[config.mk]
export PLATFORM = sky130hd
export DESIGN_NAME = oora_top
export DESIGN_NICKNAME = d
export VERILOG_FILES = /design/src/shared/oora_pkg.sv /design/src/shared/oora_chan_if.sv /design/src/hdl/oora_top.sv /design/src/hdl/oora_win_cmp.sv
export SDC_FILE = /design/constraint.sdc
export NUM_CORES = 1
export LEC_CHECK = 0
export ABC_AREA = 1
export BUFFER_PORTS_ARGS = -buffer_cell sky130_fd_sc_hd__buf_4
export CORE_MARGIN = 5
export CORE_UTILIZATION = 55
export CTS_BUF_LIST = sky130_fd_sc_hd__clkbuf_8 sky130_fd_sc_hd__clkbuf_16
export CTS_CLUSTER_DIAMETER = 120
export DETAILED_ROUTE_END_ITERATION = 8
export PLACE_DENSITY = 0.74
export SYNTH_ARGS = -nofsm -noshare
export SYNTH_HDL_FRONTEND = slang
export SYNTH_SLANG_ARGS = --single-unit
[constraint.sdc]
create_clock -name sys_clk -period 8.25 [get_ports sys_clk]
set_input_delay 1.65 -clock sys_clk [delete_from_list [all_inputs] [get_ports sys_clk]]
set_output_delay 1.65 -clock sys_clk [all_outputs]
set_load 0.02 [all_outputs]
[src/shared/oora_pkg.sv]
// Purpose: constants for the out-of-range alarm threshold bank
// Assumes: register index = byte address / 4, 8-bit registers in bits 7:0
// Notes: channels 0..4 are unipolar inputs, channel 5 is the temperature sensor
package oora_pkg;
  localparam int          NUM_CH          = 6;      // five inputs plus temperature
  localparam int          TEMP_CH         = 5;
  localparam int          THR_BYTES       = 24;     // four limit bytes per channel
  localparam int          DATA_W          = 12;
  localparam int          HYST_W          = 7;
  localparam int          TEMP_HYST_W     = 5;
  localparam int          TEMP_HYST_SHIFT = 2;      // sample lsbs per degree = 4
  localparam int          ADDR_W          = 12;
  // register indices (byte address is four times the index)
  localparam logic [7:0]  IDX_THR_BASE    = 8'h80;  // input limits 0x80..0x93
  localparam logic [7:0]  IDX_TEMP_UP_LO  = 8'h94;
  localparam logic [7:0]  IDX_TEMP_UP_HI  = 8'h95;
  localparam logic [7:0]  IDX_TEMP_LO_LO  = 8'h96;
  localparam logic [7:0]  IDX_TEMP_LO_HI  = 8'h97;
  localparam logic [7:0]  IDX_HYST_BASE   = 8'ha0;  // input hysteresis 0xa0..0xa4
  localparam logic [7:0]  IDX_TEMP_HYST   = 8'ha5;
  localparam logic [7:0]  IDX_STATUS      = 8'hc0;
  localparam logic [7:0]  IDX_IRQ_STATUS  = 8'hc1;
  localparam logic [7:0]  IDX_IRQ_MASK    = 8'hc2;
  // byte position of each limit byte within a channel group
  localparam logic [1:0]  POS_UP_LO       = 2'h0;
  localparam logic [1:0]  POS_UP_HI       = 2'h1;
  localparam logic [1:0]  POS_LO_LO       = 2'h2;
  localparam logic [1:0]  POS_LO_HI       = 2'h3;
  // reset values
  localparam logic [7:0]  RST_UP_LO       = 8'hff;
  localparam logic [7:0]  RST_IN_UP_HI    = 8'h0f;
  localparam logic [7:0]  RST_TEMP_UP_HI  = 8'h07;
  localparam logic [7:0]  RST_LO_LO       = 8'h00;
  localparam logic [7:0]  RST_IN_LO_HI    = 8'h00;
  localparam logic [7:0]  RST_TEMP_LO_HI  = 8'h08;
  localparam logic [7:0]  RST_HYST        = 8'h08;
  // status layout
  localparam int          STAT_GLOBAL_BIT = 7;
  localparam logic [1:0]  RESP_OKAY       = 2'h0;
  localparam logic [1:0]  RESP_SLVERR     = 2'h2;
endpackage : oora_pkg

[src/shared/oora_chan_if.sv]
// Purpose: per-channel link between the register bank and a window comparator
// Assumes: one instance per monitored channel
// Notes: limits are raw register contents, the comparator picks the number format
`timescale 1ns/1ps
interface oora_chan_if;
  import oora_pkg::*;
  logic [DATA_W-1:0] upper;         // assembled upper limit
  logic [DATA_W-1:0] lower;         // assembled lower limit
  logic [HYST_W-1:0] hyst;          // hysteresis field
  logic [DATA_W-1:0] sample;        // newest conversion
  logic              sample_valid;  // conversion strobe
  logic              alarm;         // channel alarm flag
  modport ctl (output upper, lower, hyst, sample, sample_valid, input alarm);
  modport cmp (input upper, lower, hyst, sample, sample_valid, output alarm);
endinterface : oora_chan_if

[src/hdl/oora_top.sv]
// Purpose: out-of-range alarm threshold bank with AXI4-Lite access
// Assumes: samples arrive with a one-cycle strobe per channel
// Notes: reads of the status register clear the global alarm flag while no channel alarm is live
`timescale 1ns/1ps
module oora_top (
  input  wire logic                                     sys_clk,       // 100 MHz clock
  input  wire logic                                     srst,          // sync reset, high
  input  wire logic [oora_pkg::NUM_CH-1:0][oora_pkg::DATA_W-1:0] sample_data, // conversions
  input  wire logic [oora_pkg::NUM_CH-1:0]              sample_valid,  // conversion strobes
  input  wire logic [oora_pkg::ADDR_W-1:0]              s_axi_awaddr,  // write address
  input  wire logic [2:0]                               s_axi_awprot,  // unused
  input  wire logic                                     s_axi_awvalid, // write address valid
  output logic                                          s_axi_awready, // write address ready
  input  wire logic [31:0]                              s_axi_wdata,   // write data
  input  wire logic [3:0]                               s_axi_wstrb,   // byte enables
  input  wire logic                                     s_axi_wvalid,  // write data valid
  output logic                                          s_axi_wready,  // write data ready
  output logic [1:0]                                    s_axi_bresp,   // write response
  output logic                                          s_axi_bvalid,  // response valid
  input  wire logic                                     s_axi_bready,  // response ready
  input  wire logic [oora_pkg::ADDR_W-1:0]              s_axi_araddr,  // read address
  input  wire logic [2:0]                               s_axi_arprot,  // unused
  input  wire logic                                     s_axi_arvalid, // read address valid
  output logic                                          s_axi_arready, // read address ready
  output logic [31:0]                                   s_axi_rdata,   // read data
  output logic [1:0]                                    s_axi_rresp,   // read response
  output logic                                          s_axi_rvalid,  // read data valid
  input  wire logic                                     s_axi_rready,  // read data ready
  output logic [oora_pkg::NUM_CH-1:0]                   channel_alarm_flag, // alarms
  output logic                                          global_alarm_flag,  // sticky OR
  output logic                                          irq            // level interrupt
);
  import oora_pkg::*;

  logic [7:0]              thr_ff [THR_BYTES];
  logic [7:0]              hyst_ff [NUM_CH];
  logic                    aw_held_ff;
  logic [ADDR_W-1:0]       awaddr_ff;
  logic                    w_held_ff;
  logic [31:0]             wdata_ff;
  logic [3:0]              wstrb_ff;
  logic                    bvalid_ff;
  logic [1:0]              bresp_ff;
  logic                    rvalid_ff;
  logic [31:0]             rdata_ff;
  logic [1:0]              rresp_ff;
  logic                    global_ff;
  logic [NUM_CH-1:0]       alarm_prev_ff;
  logic [NUM_CH-1:0]       irq_stat_ff;
  logic [NUM_CH-1:0]       irq_mask_ff;
  logic [NUM_CH-1:0]       alarm;
  logic                    aw_have;
  logic                    w_have;
  logic                    do_write;
  logic [ADDR_W-1:0]       wr_addr;
  logic [31:0]             wr_data;
  logic [3:0]              wr_strb;
  logic [7:0]              wr_idx;
  logic                    wr_mapped;
  logic                    wr_byte;
  logic [7:0]              rd_idx;
  logic                    rd_take;
  logic                    status_rd;
  logic [31:0]             nxt_rdata;
  logic                    nxt_rmapped;
  logic [7:0]              thr_off;
  logic [7:0]              hyst_off;

  // reset value of one limit byte, selected by channel kind and byte position
  function automatic logic [7:0] thr_rst(input int i);
    logic [1:0] pos;
    logic       temp;
    pos  = 2'(i % 4);
    temp = (i / 4) == TEMP_CH;
    case (pos)
      POS_UP_LO: thr_rst = RST_UP_LO;
      POS_UP_HI: thr_rst = temp ? RST_TEMP_UP_HI : RST_IN_UP_HI;
      POS_LO_LO: thr_rst = RST_LO_LO;
      POS_LO_HI: thr_rst = temp ? RST_TEMP_LO_HI : RST_IN_LO_HI;
      default:   thr_rst = 8'h00;
    endcase
  endfunction : thr_rst

  // ---- write channel: address and data may arrive in either order
  assign s_axi_awready = !aw_held_ff && !bvalid_ff;
  assign s_axi_wready  = !w_held_ff && !bvalid_ff;
  assign aw_have       = aw_held_ff || (s_axi_awvalid && s_axi_awready);
  assign w_have        = w_held_ff || (s_axi_wvalid && s_axi_wready);
  assign do_write      = aw_have && w_have && !bvalid_ff;
  assign wr_addr       = aw_held_ff ? awaddr_ff : s_axi_awaddr;
  assign wr_data       = w_held_ff ? wdata_ff : s_axi_wdata;
  assign wr_strb       = w_held_ff ? wstrb_ff : s_axi_wstrb;
  assign wr_idx        = wr_addr[9:2];
  assign thr_off       = wr_idx - IDX_THR_BASE;
  assign hyst_off      = wr_idx - IDX_HYST_BASE;
  // registers are 8 bits wide, so only byte lane 0 carries a write
  assign wr_byte       = do_write && wr_mapped && wr_strb[0];

  // decode whether a write index names a register
  always_comb begin
    wr_mapped = (wr_addr[ADDR_W-1:10] == '0) && (wr_addr[1:0] == 2'b00) &&
                ((thr_off < 8'(THR_BYTES)) || (hyst_off < 8'(NUM_CH)) ||
                 (wr_idx == IDX_STATUS) || (wr_idx == IDX_IRQ_STATUS) ||
                 (wr_idx == IDX_IRQ_MASK));
  end

  // hold whichever half of the write arrived first
  always_ff @(posedge sys_clk) begin
    if (srst) begin
      aw_held_ff <= 1'b0;
      awaddr_ff  <= '0;
      w_held_ff  <= 1'b0;
      wdata_ff   <= '0;
      wstrb_ff   <= '0;
    end else if (do_write) begin
      aw_held_ff <= 1'b0;
      w_held_ff  <= 1'b0;
    end else begin
      if (s_axi_awvalid && s_axi_awready) begin
        aw_held_ff <= 1'b1;
        awaddr_ff  <= s_axi_awaddr;
      end
      if (s_axi_wvalid && s_axi_wready) begin
        w_held_ff <= 1'b1;
        wdata_ff  <= s_axi_wdata;
        wstrb_ff  <= s_axi_wstrb;
      end
    end
  end

  // write response one cycle after both halves are present
  always_ff @(posedge sys_clk) begin
    if (srst) begin
      bvalid_ff <= 1'b0;
      bresp_ff  <= RESP_OKAY;
    end else if (do_write) begin
      bvalid_ff <= 1'b1;
      bresp_ff  <= wr_mapped ? RESP_OKAY : RESP_SLVERR;
    end else if (s_axi_bready) begin
      bvalid_ff <= 1'b0;
    end
  end
  assign s_axi_bvalid = bvalid_ff;
  assign s_axi_bresp  = bresp_ff;

  // limit bytes keep all eight bits, spare bits included
  always_ff @(posedge sys_clk) begin
    if (srst) begin
      for (int i = 0; i < THR_BYTES; i++) begin
        thr_ff[i] <= thr_rst(i);
      end
    end else if (wr_byte && (thr_off < 8'(THR_BYTES))) begin
      thr_ff[thr_off[4:0]] <= wr_data[7:0];
    end
  end

  // hysteresis registers, spare bits stored as well
  always_ff @(posedge sys_clk) begin
    if (srst) begin
      for (int i = 0; i < NUM_CH; i++) begin
        hyst_ff[i] <= RST_HYST;
      end
    end else if (wr_byte && (hyst_off < 8'(NUM_CH))) begin
      hyst_ff[hyst_off[2:0]] <= wr_data[7:0];
    end
  end

  // ---- comparators: five unipolar precision inputs plus temperature
  genvar g;
  generate
    for (g = 0; g < NUM_CH; g++) begin : g_ch
      oora_chan_if chan ();
      assign chan.upper        = {thr_ff[4*g+1][3:0], thr_ff[4*g]};
      assign chan.lower        = {thr_ff[4*g+3][3:0], thr_ff[4*g+2]};
      assign chan.hyst         = (g == TEMP_CH) ?
                                 {2'b00, hyst_ff[g][TEMP_HYST_W-1:0]} :
                                 hyst_ff[g][HYST_W-1:0];
      assign chan.sample       = sample_data[g];
      assign chan.sample_valid = sample_valid[g];
      assign alarm[g]          = chan.alarm;
      oora_win_cmp #(
        .SIGNED_CMP (g == TEMP_CH),
        .HYST_SHIFT ((g == TEMP_CH) ? TEMP_HYST_SHIFT : 0)
      ) u_cmp (
        .sys_clk (sys_clk),
        .srst    (srst),
        .ch      (chan.cmp)
      );
    end
  endgenerate
  assign channel_alarm_flag = alarm;

  // ---- read channel: data registered, one read outstanding at a time
  assign s_axi_arready = !rvalid_ff;
  assign rd_take       = s_axi_arvalid && s_axi_arready;
  assign rd_idx        = s_axi_araddr[9:2];
  assign status_rd     = rd_take && nxt_rmapped && (rd_idx == IDX_STATUS);

  // read mux; unmapped reads return zero with an error response
  always_comb begin
    logic [7:0] roff;
    roff        = rd_idx - IDX_THR_BASE;
    nxt_rdata   = '0;
    nxt_rmapped = (s_axi_araddr[ADDR_W-1:10] == '0) && (s_axi_araddr[1:0] == 2'b00);
    if (roff < 8'(THR_BYTES)) begin
      nxt_rdata[7:0] = thr_ff[roff[4:0]];
    end else if ((8'(rd_idx - IDX_HYST_BASE)) < 8'(NUM_CH)) begin
      nxt_rdata[7:0] = hyst_ff[3'(rd_idx - IDX_HYST_BASE)];
    end else if (rd_idx == IDX_STATUS) begin
      nxt_rdata[NUM_CH-1:0]      = alarm;
      nxt_rdata[STAT_GLOBAL_BIT] = global_ff;
    end else if (rd_idx == IDX_IRQ_STATUS) begin
      nxt_rdata[NUM_CH-1:0] = irq_stat_ff;
    end else if (rd_idx == IDX_IRQ_MASK) begin
      nxt_rdata[NUM_CH-1:0] = irq_mask_ff;
    end else begin
      nxt_rmapped = 1'b0;
    end
    if (!nxt_rmapped) begin
      nxt_rdata = '0;
    end
  end

  always_ff @(posedge sys_clk) begin
    if (srst) begin
      rvalid_ff <= 1'b0;
      rdata_ff  <= '0;
      rresp_ff  <= RESP_OKAY;
    end else if (rd_take) begin
      rvalid_ff <= 1'b1;
      rdata_ff  <= nxt_rdata;
      rresp_ff  <= nxt_rmapped ? RESP_OKAY : RESP_SLVERR;
    end else if (s_axi_rready) begin
      rvalid_ff <= 1'b0;
    end
  end
  assign s_axi_rvalid = rvalid_ff;
  assign s_axi_rdata  = rdata_ff;
  assign s_axi_rresp  = rresp_ff;

  // global flag: a live alarm beats the clearing read so none is lost
  always_ff @(posedge sys_clk) begin
    if (srst) begin
      global_ff <= 1'b0;
    end else begin
      global_ff <= (|alarm) || (global_ff && !status_rd);
    end
  end
  assign global_alarm_flag = global_ff;

  // interrupt: rising alarm sets sticky bit, write one clears, set wins
  always_ff @(posedge sys_clk) begin
    if (srst) begin
      alarm_prev_ff <= '0;
      irq_stat_ff   <= '0;
      irq_mask_ff   <= '0;
    end else begin
      alarm_prev_ff <= alarm;
      irq_stat_ff   <= (alarm & ~alarm_prev_ff) |
                       (irq_stat_ff & ~((wr_byte && wr_idx == IDX_IRQ_STATUS) ?
                                        wr_data[NUM_CH-1:0] : '0));
      if (wr_byte && wr_idx == IDX_IRQ_MASK) begin
        irq_mask_ff <= wr_data[NUM_CH-1:0];
      end
    end
  end
  assign irq = |(irq_stat_ff & irq_mask_ff);

  // ---- checks
  property p_global_set;
    @(posedge sys_clk) disable iff (srst)
    |alarm |=> global_alarm_flag;
  endproperty
  a_global_set: assert property (p_global_set) else $error("global flag missed alarm");

  property p_global_hold;
    @(posedge sys_clk) disable iff (srst)
    global_alarm_flag && !status_rd |=> global_alarm_flag;
  endproperty
  a_global_hold: assert property (p_global_hold) else $error("global flag dropped early");

  property p_temp_reset;
    @(posedge sys_clk)
    srst |=> (g_ch[TEMP_CH].chan.upper == 12'h7ff) && (g_ch[TEMP_CH].chan.lower == 12'h800);
  endproperty
  a_temp_reset: assert property (p_temp_reset) else $error("temperature limit reset wrong");

  property p_input_reset;
    @(posedge sys_clk)
    srst |=> (g_ch[0].chan.upper == 12'hfff) && (g_ch[0].chan.lower == 12'h000) &&
             (hyst_ff[0] == 8'h08);
  endproperty
  a_input_reset: assert property (p_input_reset) else $error("input limit reset wrong");

  property p_limit_write;
    @(posedge sys_clk) disable iff (srst)
    wr_byte && wr_idx == IDX_TEMP_UP_HI |=> thr_ff[4*TEMP_CH+1] == $past(wr_data[7:0]);
  endproperty
  a_limit_write: assert property (p_limit_write) else $error("limit byte not stored");

  property p_bresp;
    @(posedge sys_clk) disable iff (srst)
    do_write |=> s_axi_bvalid ##0 (s_axi_bresp == (($past(wr_mapped)) ? RESP_OKAY : RESP_SLVERR));
  endproperty
  a_bresp: assert property (p_bresp) else $error("write response wrong");

  property p_irq_event;
    @(posedge sys_clk) disable iff (srst)
    $rose(alarm[0]) && irq_mask_ff[0] && !(wr_byte && wr_idx == IDX_IRQ_MASK) |=> irq;
  endproperty
  a_irq_event: assert property (p_irq_event) else $error("interrupt missed rising alarm");

  property p_temp_hyst_field;
    @(posedge sys_clk) disable iff (srst)
    wr_byte && wr_idx == IDX_TEMP_HYST |=> g_ch[TEMP_CH].chan.hyst == {2'b00, $past(wr_data[4:0])};
  endproperty
  a_temp_hyst_field: assert property (p_temp_hyst_field) else $error("temp hysteresis too wide");
endmodule : oora_top

[src/hdl/oora_win_cmp.sv]
// Purpose: window comparator with hysteresis for one channel
// Assumes: sample_valid is a one-cycle strobe per conversion
// Notes: arithmetic is 14-bit signed so both formats share one datapath
`timescale 1ns/1ps
module oora_win_cmp #(
  parameter bit SIGNED_CMP = 1'b0,  // temperature channel uses two's complement
  parameter int HYST_SHIFT = 0      // scales hysteresis steps to sample lsbs
) (
  input wire logic sys_clk,         // system clock
  input wire logic srst,            // synchronous reset, high
  oora_chan_if.cmp ch               // limits, sample and alarm
);
  import oora_pkg::*;

  logic signed [13:0] s_x;
  logic signed [13:0] up_x;
  logic signed [13:0] lo_x;
  logic signed [13:0] hy_x;
  logic               out_win;
  logic               in_margin;
  logic               alarm_ff;

  // widen by format; full 12 bits take part in every compare
  always_comb begin
    s_x  = SIGNED_CMP ? {{2{ch.sample[11]}}, ch.sample} : {2'b00, ch.sample};
    up_x = SIGNED_CMP ? {{2{ch.upper[11]}}, ch.upper} : {2'b00, ch.upper};
    lo_x = SIGNED_CMP ? {{2{ch.lower[11]}}, ch.lower} : {2'b00, ch.lower};
    hy_x = 14'({7'h00, ch.hyst} << HYST_SHIFT);
  end

  // an inverted window (upper below lower) leaves no sample inside it
  assign out_win   = (s_x > up_x) || (s_x < lo_x);
  assign in_margin = (s_x <= up_x - hy_x) && (s_x >= lo_x + hy_x);

  // alarm sets on leaving the window, clears only well inside it
  always_ff @(posedge sys_clk) begin
    if (srst) begin
      alarm_ff <= 1'b0;
    end else if (ch.sample_valid) begin
      alarm_ff <= alarm_ff ? !in_margin : out_win;
    end
  end
  assign ch.alarm = alarm_ff;

  property p_out_sets;
    @(posedge sys_clk) disable iff (srst)
    ch.sample_valid && out_win |=> ch.alarm;
  endproperty
  a_out_sets: assert property (p_out_sets) else $error("alarm missed outside window");

  property p_hyst_hold;
    @(posedge sys_clk) disable iff (srst)
    ch.alarm && ch.sample_valid && !in_margin |=> ch.alarm;
  endproperty
  a_hyst_hold: assert property (p_hyst_hold) else $error("alarm cleared inside margin");

  property p_clear_inside;
    @(posedge sys_clk) disable iff (srst)
    ch.sample_valid && in_margin && !out_win |=> !ch.alarm;
  endproperty
  a_clear_inside: assert property (p_clear_inside) else $error("alarm stuck inside margin");
endmodule : oora_win_cmp

==> impl_metrics.py, run 1 <==
metrics = {
    "setup_path": {
        "crit_fanout": 57,
        "critPathRequiredTime_ns": 8.74,
        "timing.critical_path.from_type": "primary input",
        "timing.critical_path.to_type": "register",
        "critPathKind": "in2reg",
        "worst_path_largest_cell_delay_ns": 0.76,
        "critPathSlowestCell": "sky130_fd_sc_hd__inv_1",
        "cell_by_cell_trace_of_the_critical_path": "buf_4, inv_1, buf_4, nand2_2, inv_1, buf_4, nand3_1, nand4_1, nand3_1, inv_1, nand3_1, a21oi_1",
        "arrival_ns": 5.47,
    },
    "pwr": {
        "ir_drop_uv": 159,
        "leakage_nw": 14.6,
        "totalPowerFinal_mw": 5.15,
        "power-per-cell-area_nw_per_um2": 162,
    },
    "synth": {
        "postSynthAreaPerCell_um2": 8.17,
        "yosysUniqueCellTypes": 47,
        "synth.cells.most_frequent": "sky130_fd_sc_hd__nand2_1, sky130_fd_sc_hd__nor2_1, sky130_fd_sc_hd__inv_1",
        "dominantRegCellSynth": "sky130_fd_sc_hd__edfxtp_1",
        "synth_edf_count": 320,
        "async_sr_flop_fraction_pct": 0,
        "synth_cells": 3487,
        "synth.area.top_cells": "sky130_fd_sc_hd__edfxtp_1, sky130_fd_sc_hd__ha_1, sky130_fd_sc_hd__nand2_1",
        "synthesis.area_um2": 28500,
        "yosys.area.top_type": "sky130_fd_sc_hd__edfxtp_1",
        "synth-seq-area-share_pct": 38.0,
        "ys_seq_elements": 380,
        "synthesis.yosys.warnings": 0,
        "synth_top_cell_area_share_pct": 33.7,
        "synth.most_common_cell": "sky130_fd_sc_hd__nand2_1",
    },
    "clock_network": {
        "post_cts_resize_count": 0,
        "clk_root_buffer_cell": "sky130_fd_sc_hd__clkbuf_16",
        "tritoncts_buffer_count": 43,
        "clk_path_buf_depth": 3,
        "number_of_buffers_inserted_to_repair_setup_after_cts": 0,
        "post_cts_hold_buffer_count": 0,
        "clkLatencyLatePin_ns": 0.57,
        "clk_transition_reported_paths_ns": 0.06,
        "tritoncts_num_sinks": 380,
        "cts.htree.levels": 2,
        "tritoncts": "built",
    },
    "status": {
        "status": "finished clean",
    },
    "finish": {
        "n_antenna_cell": 0,
        "post_synthesis_to_final_layout_area_growth_pct": 11.8,
        "final_cell_area_um2": 31800,
        "share_of_the_core_filled_with_cells_pct": 62.1,
        "finish.net_count": 4179,
        "post_route_cells_drive_above_1_share_pct": 8.33,
        "n_fill_cell": 4517,
        "layoutNonFillerInstCount": 4367,
    },
    "grt": {
        "antenna_found_initial": 4,
        "first_global_vias": 23497,
        "grt_first_pass_wirelength_um": 130000,
        "grt_usage_pct": 29.1,
        "grt_start_max_net_pins": 69,
        "overflow": 0,
    },
    "sta": {
        "postLayoutSetupSlackWorst_ns": 3.28,
        "max_slew_margin_pct": 20.8,
        "highest_clock_rate_ghz": 0.201,
        "finalCritPeriodShare_pct": 60.3,
        "finalWorstPathRequiredPeriod_ns": 4.97,
        "timing_hold_violations_final": 0,
        "skew_ns": 0.0181,
        "hold_ws_ns": 0.449,
        "rsz0062_at_grt": "no",
        "setup_viol": 0,
        "setup_total_negative_slack_ns": 0,
        "max_slew_vio_count": 0,
        "max_slew.worst_pin.slew_ns": 1.18,
    },
    "floorplanning": {
        "floorplan.core_area_um2": 51300,
        "die_w_um": 238,
        "die_area_um2": 56400,
        "fp.dieH_um": 238,
        "num_rows": 83,
        "initial_utilization_pct": 55.5,
        "io-pin-count": 200,
    },
    "routing": {
        "routed_wl_um": 84900,
        "vias": 25136,
        "route.detailed.vias_per_inst": 5.76,
        "drtIter0Drc": 2882,
        "detail_route_antenna_nets": 0,
        "drt_drc_violations_left": 0,
        "drt_pre_antenna_iters": 6,
        "avgRoutedWirePerCell_um": 19.4,
    },
    "min_path": {
        "worstHoldPathType": "reg2reg",
    },
    "placed_design": {
        "quantity_of_i_o_buffers_inserted_on_ports": 140,
        "post_dp_cell_area_um2": 30400,
        "dp_hpwl_um": 62000,
        "dp.cells": 4288,
        "dp_slack_ns": 2.92,
        "gp_congestion": 0.951,
    },
    "flow_run": {
        "cap_viol_max_count": 0,
    },
}
-- registers in the layout (all words and copies together) (netlist names), 6 cells and up --
| signal | flops |
|---|---|
| irq_mask_ff | 6 |
| alarm_prev_ff | 6 |
| g_ch.u_cmp.ch.alarm | 6 |
| s_axi_rdata | 8 |
| thr_ff | 256 |
| hyst_ff | 64 |
| awaddr_ff | 12 |
| irq_stat_ff | 6 |
| wdata_ff | 8 |
-- logic make-up after synthesis --
kind of cell,after synthesis,share of synthesized area (%)
other,1,0.0132
buffers and inverters,541,7.72
and+or+nand+nor,1538,23.7
adders and majority gates,375,16.8
AOI/OAI and AO/OA,543,10.4
DFF,380,38.0
xor gates and xnor gates,109,3.35
-- path summary, 6_finish.rpt --
path                                       from              to  slack, ns  cells after the start
worst max-delay path            s_axi_araddr[3]  s_axi_rdata[3]       3.28                     12
worst min-delay path               awaddr_ff[4]    awaddr_ff[4]       0.45                      2
worst max register to register       aw_held_ff   thr_ff[20][0]       4.43                     13
worst min register to register     awaddr_ff[4]    awaddr_ff[4]       0.45                      2
-- where the power goes --
group / total [mW] / leakage [nW] / internal, mW / switching (mW)
Clock: 1.97 / 0.748 / 1.15 / 0.814
Combinational: 0.954 / 10.4 / 0.291 / 0.663
Sequential: 2.22 / 3.48 / 2.17 / 0.0557
-- worst max-delay path: cells and delay by family --
family | cells | cell delay, ns
simple gates | 5 | 0.88
buf+inv | 6 | 2.71
compound gates | 1 | 0.20
-- layout by cell type (no fill, tap or decap), types with 134 or more instances in the layout --
cell type	n
sky130_fd_sc_hd__ha_1	363
sky130_fd_sc_hd__buf_4	171
sky130_fd_sc_hd__inv_1	384
sky130_fd_sc_hd__nand2_1	679
sky130_fd_sc_hd__nand3_1	215
sky130_fd_sc_hd__nand4_1	134
sky130_fd_sc_hd__a21oi_1	283
sky130_fd_sc_hd__o21ai_0	153
sky130_fd_sc_hd__edfxtp_1	320
sky130_fd_sc_hd__nor2_1	404
-- cell type report --
class | instances | area, um^2 | area share, %
clock buffer | 52 | 1260 | 3.95
clock inverter | 27 | 204 | 0.641
inverter | 386 | 1450 | 4.55
multi-input combinational | 2671 | 16000 | 50.2
sequential | 380 | 10800 | 34.0
tap | 680 | 851 | 2.67
timing repair buffer | 171 | 1280 | 4.03
-- routing by layer --
layer / track usage, % / wire length, um / vias up
met5: 0 / 55 / -
met4: 10.4 / 3080 / 8
met3: 5.74 / 9830 / 208
met2: 45.8 / 37800 / 1302
met1: 40.3 / 34200 / 11478
li1: - / - / 12140
Note: power is estimated with default switching activity, not from simulation.
==> inputs of run 2 (changes only) <==
clock period = 5.05 ns   (was 8.25 ns; I/O delays follow)
==> run 2 against run 1 <==
  * Via count fell by 0.33%
  * Clock-buffer cell count fell by 4
  * Cell area barely moved
  * Setup slack got worse by 1.9 ns
  * Register-to-register slack got worse by 3.0 ns
  * Worst hold slack improved by 0.0017 ns
  * Routed wire length fell by 0.29%
  * Non-clock buffer count rose by 8
==> impl_metrics.py, run 2 (synthesis gave the netlist of run 1 again) <==
metrics = {
    "routing": {
        "route.detailed.vias_per_inst": 5.73,
        "drtIter0Drc": 2768,
        "detail_route_antenna_nets": 0,
        "vias": 25052,
        "drt_drc_violations_left": 0,
        "avgRoutedWirePerCell_um": 19.4,
        "drt_pre_antenna_iters": 6,
        "routed_wl_um": 84700,
    },
    "finish": {
        "share_of_the_core_filled_with_cells_pct": 62.0,
        "layout.cells.most_common_list": "sky130_fd_sc_hd__nand2_1, sky130_fd_sc_hd__nor2_1, sky130_fd_sc_hd__inv_1, sky130_fd_sc_hd__ha_1, sky130_fd_sc_hd__edfxtp_1",
        "largestRegisters": "thr_ff: 256 flops, hyst_ff: 64 flops, awaddr_ff: 12 flops",
        "post_route_cells_drive_above_1_share_pct": 8.26,
        "n_fill_cell": 4514,
        "layout_commonest_cell": "sky130_fd_sc_hd__nand2_1",
        "post_synthesis_to_final_layout_area_growth_pct": 11.8,
        "top_register": "thr_ff",
        "largest_register_ffs": 256,
        "final_cell_area_um2": 31800,
        "finish.net_count": 4185,
        "layoutNonFillerInstCount": 4374,
    },
    "sta": {
        "finalWorstPathRequiredPeriod_ns": 3.65,
        "max_slew.worst_pin.slew_ns": 1.11,
        "rsz0062_at_grt": "no",
        "setup_viol": 0,
        "hold_ws_ns": 0.450,
        "skew_ns": 0.0180,
        "max_slew_vio_count": 0,
        "highest_clock_rate_ghz": 0.274,
        "finalCritPeriodShare_pct": 72.3,
        "setup_total_negative_slack_ns": 0,
        "postLayoutSetupSlackWorst_ns": 1.40,
        "max_slew_margin_pct": 25.4,
        "timing_hold_violations_final": 0,
    },
    "placed_design": {
        "dp_hpwl_um": 63000,
        "dp.cells": 4296,
        "quantity_of_i_o_buffers_inserted_on_ports": 140,
        "gp_congestion": 0.956,
        "dp_slack_ns": 1.23,
        "post_dp_cell_area_um2": 30500,
    },
    "clock_network": {
        "clk_root_buffer_cell": "sky130_fd_sc_hd__clkbuf_16",
        "clk_transition_reported_paths_ns": 0.06,
        "cts.htree.levels": 2,
        "clkLatencyLatePin_ns": 0.55,
        "tritoncts": "built",
        "post_cts_hold_buffer_count": 0,
        "tritoncts_buffer_count": 41,
        "number_of_buffers_inserted_to_repair_setup_after_cts": 0,
        "tritoncts_num_sinks": 380,
        "clk_path_buf_depth": 3,
        "post_cts_resize_count": 0,
    },
    "grt": {
        "grt_start_max_net_pins": 91,
        "grt_first_pass_wirelength_um": 129000,
        "grt_usage_pct": 29.0,
        "antenna_found_initial": 3,
        "first_global_vias": 23307,
        "overflow": 0,
    },
    "pwr": {
        "power-per-cell-area_nw_per_um2": 258,
        "leakage_nw": 14.6,
        "ir_drop_uv": 228,
        "totalPowerFinal_mw": 8.22,
    },
    "setup_path": {
        "r2r_start": "aw_held_ff",
        "timing.critical_path.from_type": "register",
        "r2r_setup_slack_ns": 1.40,
        "critPathRequiredTime_ns": 5.26,
        "crit_end": "thr_ff[23][4]",
        "arrival_ns": 3.87,
        "timing.critical_path.to_type": "register",
        "crit_fanout": 90,
        "worstRegToRegCells": 15,
        "crit_start": "aw_held_ff",
        "rr_endpoint": "thr_ff[23][4]",
        "critPathKind": "reg2reg",
    },
    "floorplanning": {
        "die_w_um": 238,
        "die_area_um2": 56400,
        "io-pin-count": 200,
        "floorplan.core_area_um2": 51300,
        "initial_utilization_pct": 55.5,
        "fp.dieH_um": 238,
        "num_rows": 83,
    },
    "status": {
        "status": "finished clean",
    },
    "min_path": {
        "worstHoldPathType": "reg2reg",
        "hp-start": "awaddr_ff[6]",
    },
    "flow_run": {
        "cap_viol_max_count": 0,
    },
}
==> run 2: cell type report <==
| class | count | area (um^2) | area share [%] |
|---|---|---|---|
| Tap cell | 680 | 851 | 2.67 |
| Sequential cell | 380 | 10800 | 34.0 |
| Timing Repair Buffer | 179 | 1370 | 4.30 |
| Inverter | 386 | 1450 | 4.55 |
| Clock buffer | 48 | 1160 | 3.63 |
| Clock inverter | 28 | 198 | 0.621 |
| Multi-Input combinational cell | 2671 | 16000 | 50.2 |
| Antenna cell | 2 | 5.00 | 0.0157 |
==> run 2: worst max-delay path: stages (launching register included) <==
cell and delay, ns:
sky130_fd_sc_hd__dfxtp_1 0.72, sky130_fd_sc_hd__inv_1 0.22, sky130_fd_sc_hd__nand2_1 0.11, sky130_fd_sc_hd__nand2_1 0.10, sky130_fd_sc_hd__inv_1 0.07, sky130_fd_sc_hd__ha_1 0.15, sky130_fd_sc_hd__nand3b_1 0.10, sky130_fd_sc_hd__nand2_1 0.06
sky130_fd_sc_hd__nor2_1 0.12, sky130_fd_sc_hd__nand2_1 0.10, sky130_fd_sc_hd__nand3_2 0.12, sky130_fd_sc_hd__nand4_2 0.12, sky130_fd_sc_hd__nor2_4 0.13, sky130_fd_sc_hd__buf_12 0.42, sky130_fd_sc_hd__nand3_1 0.37, sky130_fd_sc_hd__nand2_1 0.40
==> run 2: report_power, final <==
part / switching, mW / internal [mW]
registers: 0.0913 / 3.54
logic: 1.08 / 0.481
clock network: 1.28 / 1.74
total: 2.45 / 5.77
==> run 2: routing by layer <==
metal	routed length [um]	share of wire, %	global-route usage, %
met1	34700	41	40.8
met2	37400	44	45.3
met3	9610	11	5.95
met4	2960	3.5	9.15
met5	33	0.039	0
==> run 2: worst min path at each step <==
stage | endpoint | slack [ns] | cells past startpoint
after global routing | awaddr_ff[4] | 0.48 | 2
after CTS | irq_stat_ff[3] | 0.45 | 3
after floorplan | awaddr_ff[6] | 0.43 | 2
final | awaddr_ff[6] | 0.45 | 2
after detailed placement | irq_stat_ff[3] | 0.44 | 3
after global placement | irq_stat_ff[1] | 0.43 | 3
